--- src/spmsp_consts.svh ---
// Register indices, field positions, reset values and sizes of the port
`ifndef SPMSP_CONSTS_SVH
`define SPMSP_CONSTS_SVH

// Register indices; byte address is four times the index
`define SPMSP_IDX_CTRL 16'h2540
`define SPMSP_IDX_FLAG 16'h2541
`define SPMSP_IDX_DATA 16'h2542
`define SPMSP_IDX_EXT 16'h2543
`define SPMSP_IDX_VPM 16'h277F

`define SPMSP_CTRL_RST 8'h10
`define SPMSP_EXT_RST 8'h02
`define SPMSP_VPM_RST 3'h0

// Flag register bit positions
`define SPMSP_F_DONE 7
`define SPMSP_F_WRITE_COLLISION_FLAG 6
`define SPMSP_F_TXFULL 3
`define SPMSP_F_TXEMPTY 2
`define SPMSP_F_RXFULL 1
`define SPMSP_F_RXEMPTY 0

`define SPMSP_VPM_BIG 3'h3
`define SPMSP_DEPTH_BIG 256
`define SPMSP_DEPTH_SMALL 16
`define SPMSP_HALF_LAST 4'hF
`define SPMSP_BIT_LAST 3'h7

`endif

--- src/spmsp_pkg.sv ---
// Types shared by the serial port files
package spmsp_pkg;
   typedef struct packed {
      logic irq_en;
      logic port_en;
      logic rsvd;
      logic ctl_sel;
      logic idle_lvl;
      logic phase;
      logic [1:0] rate_lo;
   } spmsp_ctrl_t;

   typedef struct packed {
      logic [1:0] cnt_sel;
      logic [3:0] rsvd;
      logic [1:0] rate_hi;
   } spmsp_ext_t;

   typedef struct packed {
      logic sck;
      logic mosi;
      logic ss_n;
   } spmsp_pins_t;

   typedef enum logic [1:0] {
      SPMSP_IDLE = 2'b00,
      SPMSP_MXFER = 2'b01,
      SPMSP_SXFER = 2'b10,
      SPMSP_SSKIP = 2'b11
   } spmsp_state_t;
endpackage : spmsp_pkg

--- src/spmsp_fifo.sv ---
// Byte FIFO whose usable depth switches between small and large
`include "spmsp_consts.svh"
module spmsp_fifo #(
   parameter int W = 8,
   parameter int DEPTH = `SPMSP_DEPTH_BIG,
   parameter int SMALL = `SPMSP_DEPTH_SMALL,
   parameter int AW = 8
) (
   input wire logic hclk, // System clock
   input wire logic hresetn, // Async reset, low
   input wire logic big_i, // Use full depth
   input wire logic push_i, // Write strobe
   input wire logic [W-1:0] wdata_i, // Write data
   input wire logic pop_i, // Read strobe
   output logic [W-1:0] rdata_o, // Head entry
   output logic full_o, // No room
   output logic empty_o // Nothing held
);
   logic [W-1:0] mem [DEPTH];
   logic [AW-1:0] wr_q, wr_d, rd_q, rd_d, last;
   logic [AW:0] cnt_q, cnt_d, lim;
   logic do_push, do_pop;

   // Resize only while empty: pointers are not remapped
   assign lim = big_i ? (AW+1)'(DEPTH) : (AW+1)'(SMALL);
   assign last = AW'(lim - (AW+1)'(1));
   assign full_o = cnt_q == lim;
   assign empty_o = cnt_q == '0;
   assign rdata_o = mem[rd_q];
   assign do_push = push_i & ~full_o;
   assign do_pop = pop_i & ~empty_o;

   always_comb begin
      wr_d = wr_q;
      rd_d = rd_q;
      cnt_d = cnt_q;
      if (do_push) wr_d = (wr_q >= last) ? '0 : wr_q + AW'(1);
      if (do_pop) rd_d = (rd_q >= last) ? '0 : rd_q + AW'(1);
      if (do_push & ~do_pop) cnt_d = cnt_q + (AW+1)'(1);
      if (do_pop & ~do_push) cnt_d = cnt_q - (AW+1)'(1);
   end

   always_ff @(posedge hclk or negedge hresetn) begin
      if (!hresetn) begin
         wr_q <= '0;
         rd_q <= '0;
         cnt_q <= '0;
      end else begin
         wr_q <= wr_d;
         rd_q <= rd_d;
         cnt_q <= cnt_d;
      end
   end

   always_ff @(posedge hclk) begin
      if (do_push) mem[wr_q] <= wdata_i;
   end
endmodule : spmsp_fifo

--- src/spmsp_rate_div.sv ---
// Divider giving a one-cycle tick every half serial clock period
module spmsp_rate_div #(
   parameter int CW = 9
) (
   input wire logic hclk, // System clock
   input wire logic hresetn, // Async reset, low
   input wire logic run_i, // Count while high
   input wire logic [CW-1:0] half_i, // Half period minus one
   output logic tick_o // Half period pulse
);
   logic [CW-1:0] cnt_q, cnt_d;
   logic tick_d;

   always_comb begin
      cnt_d = cnt_q + CW'(1);
      tick_d = 1'b0;
      if (!run_i) begin
         cnt_d = '0;
      end else if (cnt_q >= half_i) begin
         cnt_d = '0;
         tick_d = 1'b1;
      end
   end

   always_ff @(posedge hclk or negedge hresetn) begin
      if (!hresetn) begin
         cnt_q <= '0;
         tick_o <= 1'b0;
      end else begin
         cnt_q <= cnt_d;
         tick_o <= tick_d;
      end
   end
endmodule : spmsp_rate_div

--- src/spmsp_port.sv ---
// Serial port, master or slave, with AHB-Lite register access
// Operation
// - Master write of data buffer starts an 8-bit full-duplex exchange.
// - After completion a data buffer read returns the received byte.
// - Slave shifts a preloaded byte out on the external clock.
// - Slave with nothing loaded makes no exchange for that transfer.
// - Slave received byte is readable once its own transfer completes.
// - Control bit 7 enables the completion interrupt, reset zero.
// - Control bit 6 enables the port, disabled after reset.
// - Control bit 4 selects master, resets to one.
// - Idle serial clock follows the idle-clock-level bit.
// - Equal level and phase: sample rising, change falling; else reverse.
// - Rate code divides system clock by 8 to 1024.
// - Extended rate bits 1:0 reset 2, control rate bits reset 0.
// - Status bit 7 sets on completion; software clears it.
// - Status bit 6 sets on data write with transmit FIFO full.
// - Status bits 3 and 2 show transmit FIFO full and empty.
// - Status bits 1 and 0 show receive FIFO full and empty.
// - Extended bits 7:6 choose how many bytes set the flag.
// - FIFOs hold 256 entries when voice path mux is 3, else 16.
`include "spmsp_consts.svh"
module spmsp_port
   import spmsp_pkg::*;
(
   input wire logic hclk, // System clock
   input wire logic hresetn, // Async reset, low
   input wire logic hsel, // Slave select
   input wire logic [31:0] haddr, // Byte address
   input wire logic [1:0] htrans, // Transfer type
   input wire logic hwrite, // Write when high
   input wire logic [2:0] hsize, // Word only
   input wire logic [31:0] hwdata, // Write data
   input wire logic hready, // Bus ready
   output logic [31:0] hrdata, // Read data
   output logic hreadyout, // Slave ready
   output logic hresp, // Always OKAY
   output logic xfer_irq, // Completion interrupt
   input wire logic spi_sck_i, // Clock pin in
   output logic spi_sck_o, // Clock pin out
   output logic spi_sck_oe, // Clock pin drive
   input wire logic spi_mosi_i, // Master-out pin in
   output logic spi_mosi_o, // Master-out pin out
   output logic spi_mosi_oe, // Master-out drive
   input wire logic spi_miso_i, // Master-in pin in
   output logic spi_miso_o, // Master-in pin out
   output logic spi_miso_oe, // Master-in drive
   input wire logic spi_ss_n_i // Slave select, low
);
   spmsp_ctrl_t ctrl_q, ctrl_d;
   spmsp_ext_t ext_q, ext_d;
   logic [2:0] vpm_q, vpm_d;
   logic done_q, done_d, write_collision_flag_q, write_collision_flag_d;
   logic irq_q, irq_d;
   spmsp_state_t state_q, state_d;
   logic [3:0] half_q, half_d;
   logic [2:0] bits_q, bits_d;
   logic [1:0] cnt_q, cnt_d;
   logic [7:0] sh_q, sh_d, rx_q, rx_d, rx_nx;
   logic sck_q, sck_d, moe_q, moe_d, soe_q, soe_d;
   spmsp_pins_t s1_q, s2_q, s3_q;
   logic mi1_q, mi2_q;
   logic pend_q, pend_d, wr_q, wr_d, rdy_q, rdy_d;
   logic [15:0] idx_q, idx_d;
   logic [31:0] rd_q, rd_d;
   logic tick;
   logic tx_push, tx_pop, rx_push, rx_pop;
   logic [7:0] tx_rdata, rx_rdata;
   logic tx_full, tx_empty, rx_full, rx_empty;
   logic big, en, mst;
   logic rise, fall, samp, shft, din;
   logic xfer_end, done_set, done_clr, write_collision_flag_set, write_collision_flag_clr;

   // Half period minus one, in system clocks
   function automatic logic [8:0] rate_half(input logic [3:0] code);
      case (code)
         4'h3: rate_half = 9'h00F;
         4'h4: rate_half = 9'h01F;
         4'h5: rate_half = 9'h007;
         4'h6: rate_half = 9'h03F;
         4'h7: rate_half = 9'h07F;
         4'h8: rate_half = 9'h0FF;
         4'h9: rate_half = 9'h1FF;
         // Code 2 and the reserved codes divide by 8
         default: rate_half = 9'h003;
      endcase
   endfunction : rate_half

   // True when this edge captures input data
   function automatic logic is_sample(input logic r, input logic f,
                                      input spmsp_ctrl_t c);
      is_sample = (c.idle_lvl == c.phase) ? r : f;
   endfunction : is_sample

   assign big = vpm_q == `SPMSP_VPM_BIG;
   assign en = ctrl_q.port_en;
   assign mst = ctrl_q.ctl_sel;

   spmsp_fifo u_tx (
      .hclk(hclk),
      .hresetn(hresetn),
      .big_i(big),
      .push_i(tx_push),
      .wdata_i(hwdata[7:0]),
      .pop_i(tx_pop),
      .rdata_o(tx_rdata),
      .full_o(tx_full),
      .empty_o(tx_empty)
   );

   spmsp_fifo u_rx (
      .hclk(hclk),
      .hresetn(hresetn),
      .big_i(big),
      .push_i(rx_push),
      .wdata_i(rx_nx),
      .pop_i(rx_pop),
      .rdata_o(rx_rdata),
      .full_o(rx_full),
      .empty_o(rx_empty)
   );

   spmsp_rate_div u_div (
      .hclk(hclk),
      .hresetn(hresetn),
      .run_i(state_q == SPMSP_MXFER),
      .half_i(rate_half({ext_q.rate_hi, ctrl_q.rate_lo})),
      .tick_o(tick)
   );

   // Edges of the clock in use: own clock as master, pin as slave
   always_comb begin
      if (state_q == SPMSP_MXFER) begin
         rise = tick & ~sck_q;
         fall = tick & sck_q;
         din = mi2_q;
      end else begin
         rise = s2_q.sck & ~s3_q.sck;
         fall = ~s2_q.sck & s3_q.sck;
         din = s2_q.mosi;
      end
      samp = is_sample(rise, fall, ctrl_q);
      shft = (rise | fall) & ~samp;
      rx_nx = samp ? {rx_q[6:0], din} : rx_q;
   end

   // Register access
   always_comb begin
      pend_d = 1'b0;
      rdy_d = 1'b1;
      wr_d = wr_q;
      idx_d = idx_q;
      rd_d = rd_q;
      ctrl_d = ctrl_q;
      ext_d = ext_q;
      vpm_d = vpm_q;
      tx_push = 1'b0;
      rx_pop = 1'b0;
      done_clr = 1'b0;
      write_collision_flag_clr = 1'b0;
      write_collision_flag_set = 1'b0;
      if (pend_q) begin
         if (wr_q) begin
            case (idx_q)
               `SPMSP_IDX_CTRL: begin
                  ctrl_d = spmsp_ctrl_t'(hwdata[7:0]);
                  ctrl_d.rsvd = 1'b0;
               end
               `SPMSP_IDX_FLAG: begin
                  done_clr = ~hwdata[`SPMSP_F_DONE];
                  write_collision_flag_clr = ~hwdata[`SPMSP_F_WRITE_COLLISION_FLAG];
               end
               `SPMSP_IDX_DATA: begin
                  write_collision_flag_set = tx_full;
                  tx_push = ~tx_full;
               end
               `SPMSP_IDX_EXT: begin
                  ext_d = spmsp_ext_t'(hwdata[7:0]);
                  ext_d.rsvd = 4'h0;
               end
               `SPMSP_IDX_VPM: vpm_d = hwdata[2:0];
               default: ;
            endcase
         end else begin
            case (idx_q)
               `SPMSP_IDX_CTRL: rd_d = {24'h0, ctrl_q};
               `SPMSP_IDX_FLAG: begin
                  rd_d = 32'h0;
                  rd_d[`SPMSP_F_DONE] = done_q;
                  rd_d[`SPMSP_F_WRITE_COLLISION_FLAG] = write_collision_flag_q;
                  rd_d[`SPMSP_F_TXFULL] = tx_full;
                  rd_d[`SPMSP_F_TXEMPTY] = tx_empty;
                  rd_d[`SPMSP_F_RXFULL] = rx_full;
                  rd_d[`SPMSP_F_RXEMPTY] = rx_empty;
               end
               `SPMSP_IDX_DATA: begin
                  // Reads pop the receive side only, so no clash
                  rd_d = rx_empty ? 32'h0 : {24'h0, rx_rdata};
                  rx_pop = 1'b1;
               end
               `SPMSP_IDX_EXT: rd_d = {24'h0, ext_q};
               `SPMSP_IDX_VPM: rd_d = {29'h0, vpm_q};
               default: rd_d = 32'h0;
            endcase
         end
      end else if (hsel & hready & htrans[1]) begin
         // One wait state so read data leaves a flop
         pend_d = 1'b1;
         rdy_d = 1'b0;
         wr_d = hwrite;
         idx_d = haddr[17:2];
      end
   end

   // Transfer engine
   always_comb begin
      state_d = state_q;
      half_d = half_q;
      bits_d = bits_q;
      sh_d = sh_q;
      rx_d = rx_nx;
      sck_d = sck_q;
      tx_pop = 1'b0;
      rx_push = 1'b0;
      xfer_end = 1'b0;
      unique case (state_q)
         SPMSP_IDLE: begin
            sck_d = ctrl_q.idle_lvl;
            half_d = 4'h0;
            bits_d = 3'h0;
            rx_d = 8'h00;
            if (en & mst & ~tx_empty) begin
               tx_pop = 1'b1;
               sh_d = tx_rdata;
               state_d = SPMSP_MXFER;
            end else if (en & ~mst & s3_q.ss_n & ~s2_q.ss_n) begin
               if (!tx_empty) begin
                  tx_pop = 1'b1;
                  sh_d = tx_rdata;
                  state_d = SPMSP_SXFER;
               end else begin
                  state_d = SPMSP_SSKIP;
               end
            end
         end
         SPMSP_MXFER: begin
            if (!en | !mst) begin
               state_d = SPMSP_IDLE;
            end else if (tick) begin
               sck_d = ~sck_q;
               half_d = half_q + 4'h1;
               // Leading shift edge of phase 1 presents bit 7 unshifted
               if (shft & (half_q != 4'h0)) sh_d = {sh_q[6:0], 1'b0};
               if (half_q == `SPMSP_HALF_LAST) begin
                  xfer_end = 1'b1;
                  rx_push = 1'b1;
                  state_d = SPMSP_IDLE;
               end
            end
         end
         SPMSP_SXFER: begin
            if (!en | mst | s2_q.ss_n) begin
               state_d = SPMSP_IDLE;
            end else begin
               if (shft & (bits_q != 3'h0 | samp)) sh_d = {sh_q[6:0], 1'b0};
               if (samp) begin
                  bits_d = bits_q + 3'h1;
                  if (bits_q == `SPMSP_BIT_LAST) begin
                     xfer_end = 1'b1;
                     rx_push = 1'b1;
                     rx_d = 8'h00;
                     if (!tx_empty) begin
                        tx_pop = 1'b1;
                        sh_d = tx_rdata;
                     end else begin
                        state_d = SPMSP_SSKIP;
                     end
                  end
               end
            end
         end
         SPMSP_SSKIP: begin
            rx_d = 8'h00;
            if (!en | mst | s2_q.ss_n) state_d = SPMSP_IDLE;
         end
      endcase
   end

   // Flags, byte count and pin enables
   always_comb begin
      done_set = 1'b0;
      cnt_d = cnt_q;
      if (xfer_end) begin
         if (cnt_q == ext_q.cnt_sel) begin
            cnt_d = 2'h0;
            done_set = 1'b1;
         end else begin
            cnt_d = cnt_q + 2'h1;
         end
      end
      // A new event beats a clear in the same cycle
      done_d = done_set | (done_q & ~done_clr);
      write_collision_flag_d = write_collision_flag_set | (write_collision_flag_q & ~write_collision_flag_clr);
      irq_d = ctrl_q.irq_en & done_q;
      moe_d = en & mst;
      soe_d = (state_d == SPMSP_SXFER);
   end

   always_ff @(posedge hclk or negedge hresetn) begin
      if (!hresetn) begin
         s1_q <= '1;
         s2_q <= '1;
         s3_q <= '1;
         mi1_q <= 1'b0;
         mi2_q <= 1'b0;
      end else begin
         s1_q <= '{sck: spi_sck_i, mosi: spi_mosi_i, ss_n: spi_ss_n_i};
         s2_q <= s1_q;
         s3_q <= s2_q;
         mi1_q <= spi_miso_i;
         mi2_q <= mi1_q;
      end
   end

   always_ff @(posedge hclk or negedge hresetn) begin
      if (!hresetn) begin
         ctrl_q <= spmsp_ctrl_t'(`SPMSP_CTRL_RST);
         ext_q <= spmsp_ext_t'(`SPMSP_EXT_RST);
         vpm_q <= `SPMSP_VPM_RST;
         pend_q <= 1'b0;
         rdy_q <= 1'b1;
         wr_q <= 1'b0;
         idx_q <= 16'h0000;
         rd_q <= 32'h0000_0000;
         done_q <= 1'b0;
         write_collision_flag_q <= 1'b0;
         irq_q <= 1'b0;
         cnt_q <= 2'h0;
         state_q <= SPMSP_IDLE;
         half_q <= 4'h0;
         bits_q <= 3'h0;
         sh_q <= 8'h00;
         rx_q <= 8'h00;
         sck_q <= 1'b0;
         moe_q <= 1'b0;
         soe_q <= 1'b0;
      end else begin
         ctrl_q <= ctrl_d;
         ext_q <= ext_d;
         vpm_q <= vpm_d;
         pend_q <= pend_d;
         rdy_q <= rdy_d;
         wr_q <= wr_d;
         idx_q <= idx_d;
         rd_q <= rd_d;
         done_q <= done_d;
         write_collision_flag_q <= write_collision_flag_d;
         irq_q <= irq_d;
         cnt_q <= cnt_d;
         state_q <= state_d;
         half_q <= half_d;
         bits_q <= bits_d;
         sh_q <= sh_d;
         rx_q <= rx_d;
         sck_q <= sck_d;
         moe_q <= moe_d;
         soe_q <= soe_d;
      end
   end

   assign hrdata = rd_q;
   assign hreadyout = rdy_q;
   // Only OKAY is ever answered
   assign hresp = 1'b0;
   assign xfer_irq = irq_q;
   assign spi_sck_o = sck_q;
   assign spi_sck_oe = moe_q;
   assign spi_mosi_o = sh_q[7];
   assign spi_mosi_oe = moe_q;
   assign spi_miso_o = sh_q[7];
   assign spi_miso_oe = soe_q;
endmodule : spmsp_port

--- config.mk ---
export PLATFORM = sky130hd
export DESIGN_NAME = spmsp_port
export DESIGN_NICKNAME = d
export VERILOG_FILES = /design/src/spmsp_pkg.sv /design/src/spmsp_fifo.sv /design/src/spmsp_rate_div.sv /design/src/spmsp_port.sv
export VERILOG_INCLUDE_DIRS = /design/src /design/src/src
export SDC_FILE = /design/constraint.sdc
export NUM_CORES = 2
export LEC_CHECK = 0
export BUFFER_PORTS_ARGS = -buffer_cell sky130_fd_sc_hd__buf_4
export CORE_ASPECT_RATIO = 1.4
export CORE_UTILIZATION = 40
export DETAILED_ROUTE_END_ITERATION = 6
export PLACE_DENSITY_LB_ADDON = 0.3
export SYNTH_ARGS = -nofsm -noshare
export SYNTH_HDL_FRONTEND = slang
export SYNTH_SLANG_ARGS = --single-unit
--- constraint.sdc ---
create_clock -name hclk -period 10.8 [get_ports hclk]
set_input_delay 0 -clock hclk [delete_from_list [all_inputs] [get_ports hclk]]
set_output_delay 0 -clock hclk [all_outputs]
set_load 0.005 [all_outputs]
==> impl_summary.md <==
Status
The run finished with clean final reports.

Worst setup path
The launch point of the worst reg-to-reg path is idx_q[12]. The critical path start-end classification is reg -> reg. Among the stages of the critical path, the cell type that occurs most often is sky130_fd_sc_hd__nor2_1. The worst path arrival time is between 6 and 7 ns. The internal reg-to-reg setup slack is roughly 5.2 ns. The slowest library cell on the worst path is sky130_fd_sc_hd__nand4_1. The critical path's top delay family is simple AND/OR/NAND/NOR gates. The element type at the critical path start is a flop.

The end of the worst register-to-register path is u_tx.mem[30][2]. The number of buffers and inverters on the critical path is 1. The data required time at the worst endpoint is between 10 and 15 ns. The maximum cell stage delay along the critical path is just under 0.9 ns. The maximum fanout along the worst path is 12.

The worst setup path startpoint is idx_q[12]. The depth of the worst register-to-register path is 8. The critical path goes through nand4bb_1 -> or4_4 -> nor3_2 -> nand4_1 -> nor2_1 -> nand2_1 -> buf_4 -> nor2_1. The worst setup path is captured at a flop.

Clocking
The number of sinks on the clock net is 4240. After clock tree synthesis, the clock-pin slew on the worst setup and hold paths is around 0.060 ns. TritonCTS built the clock tree.

In this run the post-CTS setup repair buffer count came out at 0. The number of gates given a new drive strength after cts is 0. The number of clock buffers added by TritonCTS is 403. Clock tree synthesis selected as its root buffer the cell sky130_fd_sc_hd__clkbuf_16.

Clock latency on the worst-skew pair, taken at its later pin, is between 1 and 1.5 ns. The number of H-tree levels is 5. The number of buffers on the longest clock path is 4.

Routing
The number of antenna-violating nets in the routed design is 0. In the final routed layout, each cell accounts on average for just under 30 um. The detailed-route vias per instance is around 5.7. The number of vias after detailed routing is 81168. The detailed-route wire length is roughly 420 mm.

The first detailed-routing pass ran for 5 iterations. For this run, design rule violations remaining after detail routing come to 0. After the first detailed-routing iteration, the DRC count stood at 8331.

Floorplanning
In this run the vertical extent of the chip is 767 um. The overall die area is about 420000 um2. Row generation in the floorplan step produced between 200 and 300 rows. The width of the die is 549 um. The region available for standard cell placement spans between 400000 and 500000 um2. The initial utilization of the core area, before any placement, comes to roughly two fifths. ~120 I/O pins were placed.

Synth
Summed over all instances, the cell type with the most area after synthesis is sky130_fd_sc_hd__edfxtp_1. The area share of and/or/nand/nor cells after synthesis is under 10%. In the post-synthesis netlist, the cell with the most instances is sky130_fd_sc_hd__edfxtp_1. In the synthesized netlist, the number of instances is ~8200. The count of unique library cells instantiated by Yosys is 85.

A synthesized cell averages 20.5 um2. The synthesized netlist devotes approximately 2.9% of its cell area to compound gates. After Yosys synthesis, XOR and XNOR cells account for less than 1% of the synthesized area. Summing the sequential cell areas from Yosys gives between 70 and 80% of the chip area. By area, the combinational part of the netlist is dominated by multiplexers. Synthesis inferred about 4200 register bits.

The arithmetic-cell share of the synthesized area counting full adders, half adders and majority gates is 0.465%. Yosys printed 0 warnings. After synthesis, the most frequently instantiated cells are 4096 x sky130_fd_sc_hd__edfxtp_1, 990 x sky130_fd_sc_hd__mux4_2, 614 x sky130_fd_sc_hd__nor2_1, 436 x sky130_fd_sc_hd__mux2i_1, 242 x sky130_fd_sc_hd__nand2_1. The fraction of synthesized area in multiplexers is between 10% and 20%. By area the synthesized netlist is led by sky130_fd_sc_hd__edfxtp_1 73%, sky130_fd_sc_hd__mux4_2 13%, sky130_fd_sc_hd__mux2i_1 2.6%. Among all flip-flop cells after synthesis, the most frequent one is sky130_fd_sc_hd__edfxtp_1. The mapped cell area is about 170000 um2.

The synthesized design devotes to its leading area cell type between 70% and 80% of total area. In the synthesized netlist the async set-or-reset flop fraction comes to around 3.4%. The number of synthesized flops with an enable pin is between 4000 and 5000.

STA
The worst setup skew after layout is about 0.13 ns. The highest clock frequency the design can meet is between 150 and 200 MHz. Dividing the final minimum period by the clock period gives around half. The worst hold slack is about 0.076 ns. The number of failing setup endpoints in the final timing report is 0.

For the pin with the worst max-slew slack, the measured transition is 1.28 ns. The number of hold-slack violations in the final timing report is 0. In this run the tightest slew margin relative to its limit is about 15%. Setup repair after global routing left no endpoint under its margin. The aggregate negative setup slack is 0 ns. The post-layout minimum cycle time is about 5.6 ns. The number of slew-limit violations in the final report is 0.

Global routing
The remaining global-route overflow is 0. The largest net degree at the start of global routing is about 170. Global routing used approximately a fifth of the available tracks across all layers. The via count of the first global-routing pass is between 80000 and 90000.

The global-route wire length before repair is about 610 mm. The number of antenna violations at the first check in global routing is 10.

Worst hold path
The endpoint with the worst hold slack is u_tx.mem[158][4]. The path category of the worst min-delay check is in -> reg. The startpoint identified for the worst hold timing path is hwdata[4].

The number of cells on the worst hold path is 2.

Place
The number of placed instances, taps included is approximately 13000. The count of input and output buffers is 49. The congestion estimate from routability-driven global placement came to about 0.86. The HPWL after detailed placement is between 200 and 300 mm.

Cells and area
The count of placed standard cells in the final layout, fillers left out is around 14000. The final layout contains between 8000 and 9000 nets. Measured on the finished design, the core utilization comes to a little under half. The relative area change from synthesis to final layout is 12.0%.

The fill cell total of the finished layout is between 30000 and 40000. The fraction of layout cells with a size suffix above 1 is between 20% and 30%.

Power and ir drop
The total power divided by cell area is 178 nW/um2. Summed over all cells, the static leakage comes to around 0.055 uW. IR analysis of the VDD net gives a maximum drop of approximately 0.15 mV.

Job
The number of max-capacitance violations reported is 0.
how the worst max path moves through the flow:
| stage | end | slack, ns | cells after the start |
|---|---|---|---|
| 2_1_floorplan | u_rx.mem[0][0] | 0.75 | 6 |
| 3_3_place_gp | hrdata[5] | 5.30 | 9 |
| 3_5_place_dp | u_tx.mem[61][7] | 5.28 | 8 |
| 4_1_cts | u_tx.mem[30][3] | 5.27 | 8 |
| 5_1_grt | u_rx.cnt_q[8] | 4.85 | 17 |
| 6_report | u_tx.mem[30][2] | 5.24 | 8 |
metal layers:
layer	track usage [%]	part of all wire (%)	vias to the layer above	wire, um
met2	34.8	52	3050	219000
met5	0	0.0097	-	41
met1	24.1	37	43207	156000
met4	8.96	5.0	6	21000
li1	-	-	34142	-
met3	3.03	6.3	763	26700
layout by cell type, fill, tap and decap left out, types with 16 or more instances in the layout:
cell	Yosys	routed
sky130_fd_sc_hd__mux4_2	990	990
sky130_fd_sc_hd__clkbuf_1	214	96
sky130_fd_sc_hd__dlygate4sd3_1	0	76
sky130_fd_sc_hd__clkbuf_16	0	410
sky130_fd_sc_hd__a21oi_1	147	146
sky130_fd_sc_hd__mux2i_1	436	436
sky130_fd_sc_hd__nor3_1	53	52
sky130_fd_sc_hd__a211oi_1	31	31
sky130_fd_sc_hd__nand2b_1	22	21
sky130_fd_sc_hd__o22ai_1	68	68
sky130_fd_sc_hd__a221oi_1	42	42
sky130_fd_sc_hd__clkinv_1	2	80
sky130_fd_sc_hd__nand2_1	242	236
sky130_fd_sc_hd__nand3_1	63	51
sky130_fd_sc_hd__o21ai_0	100	100
sky130_fd_sc_hd__clkinvlp_4	0	20
sky130_fd_sc_hd__nor2_1	614	612
sky130_fd_sc_hd__xnor2_1	16	16
sky130_fd_sc_hd__buf_4	81	179
sky130_fd_sc_hd__conb_1	1	25
sky130_fd_sc_hd__dfrtp_1	133	121
sky130_fd_sc_hd__a22oi_1	59	59
sky130_fd_sc_hd__a31oi_1	20	20
sky130_fd_sc_hd__inv_1	37	36
sky130_fd_sc_hd__o31ai_1	18	18
sky130_fd_sc_hd__edfxtp_1	4096	4096
sky130_fd_sc_hd__mux2_2	36	29
sky130_fd_sc_hd__bufinv_16	0	36
sky130_fd_sc_hd__o221ai_1	75	75
sky130_fd_sc_hd__nor2b_1	30	28
sky130_fd_sc_hd__nand4_1	25	25
sky130_fd_sc_hd__a21o_1	29	29
sky130_fd_sc_hd__clkinv_2	0	60
sky130_fd_sc_hd__ha_1	59	59
power by group:
| part | switching, uW | internal, uW | total (uW) |
|---|---|---|---|
| clock network | 6170 | 7920 | 14100 |
| registers | 67.7 | 18100 | 18200 |
| logic | 706 | 446 | 1150 |
| total | 6950 | 26500 | 33400 |
cells by family (layout without fill, tap and decap cells):
logic type / Yosys count / after routing
muxes: 1462 / 1462
other: 1 / 31
DFF: 4240 / 4240
AOI/OAI and AO/OA: 698 / 698
buffers and inverters: 536 / 1058
and+or+nand+nor: 1140 / 1140
adders and majority gates: 61 / 61
xor gates and xnor gates: 32 / 32
what timing repair did:
| item | in CTS | in global routing |
|---|---|---|
| hold endpoints to repair | 959 | 0 |
| hold buffers | 77 | 0 |
| setup endpoints to repair | 0 | 0 |
final cells by class:
| type | count | area, um2 | area share (%) |
|---|---|---|---|
| diodes | 6 | 15.0 | 0.00801 |
| inverters | 42 | 163 | 0.0868 |
| flip-flops and latches | 4240 | 127000 | 67.6 |
| clock buffers | 515 | 10700 | 5.73 |
| clock inverters | 225 | 2340 | 1.25 |
| multi-input cells | 3418 | 38200 | 20.4 |
| repair buffers | 276 | 2470 | 1.32 |
| well taps | 5499 | 6880 | 3.67 |
through the flow:
| stage | instance area (um2) | power (uW) | setup slack [ns] |
|---|---|---|---|
| 2_1_floorplan | 167000 | 19200 | 0.746 |
| 3_3_place_gp | 174000 | 19600 | 5.30 |
| 3_5_place_dp | 174000 | 19600 | 5.28 |
| 4_1_cts | 187000 | 33700 | 5.27 |
| 5_1_grt | 187000 | 34300 | 4.85 |
| 6_report | 187000 | 33400 | 5.24 |
sequential cells by signal, summed over array words and instances, names as in the netlist, 9 cells and up:
register / count
idx_q: 16
u_tx.cnt_q: 9
u_div.cnt_q: 9
u_rx.mem: 2048
u_tx.mem: 2048
u_rx.cnt_q: 9
(Power assumes the default switching activity.)
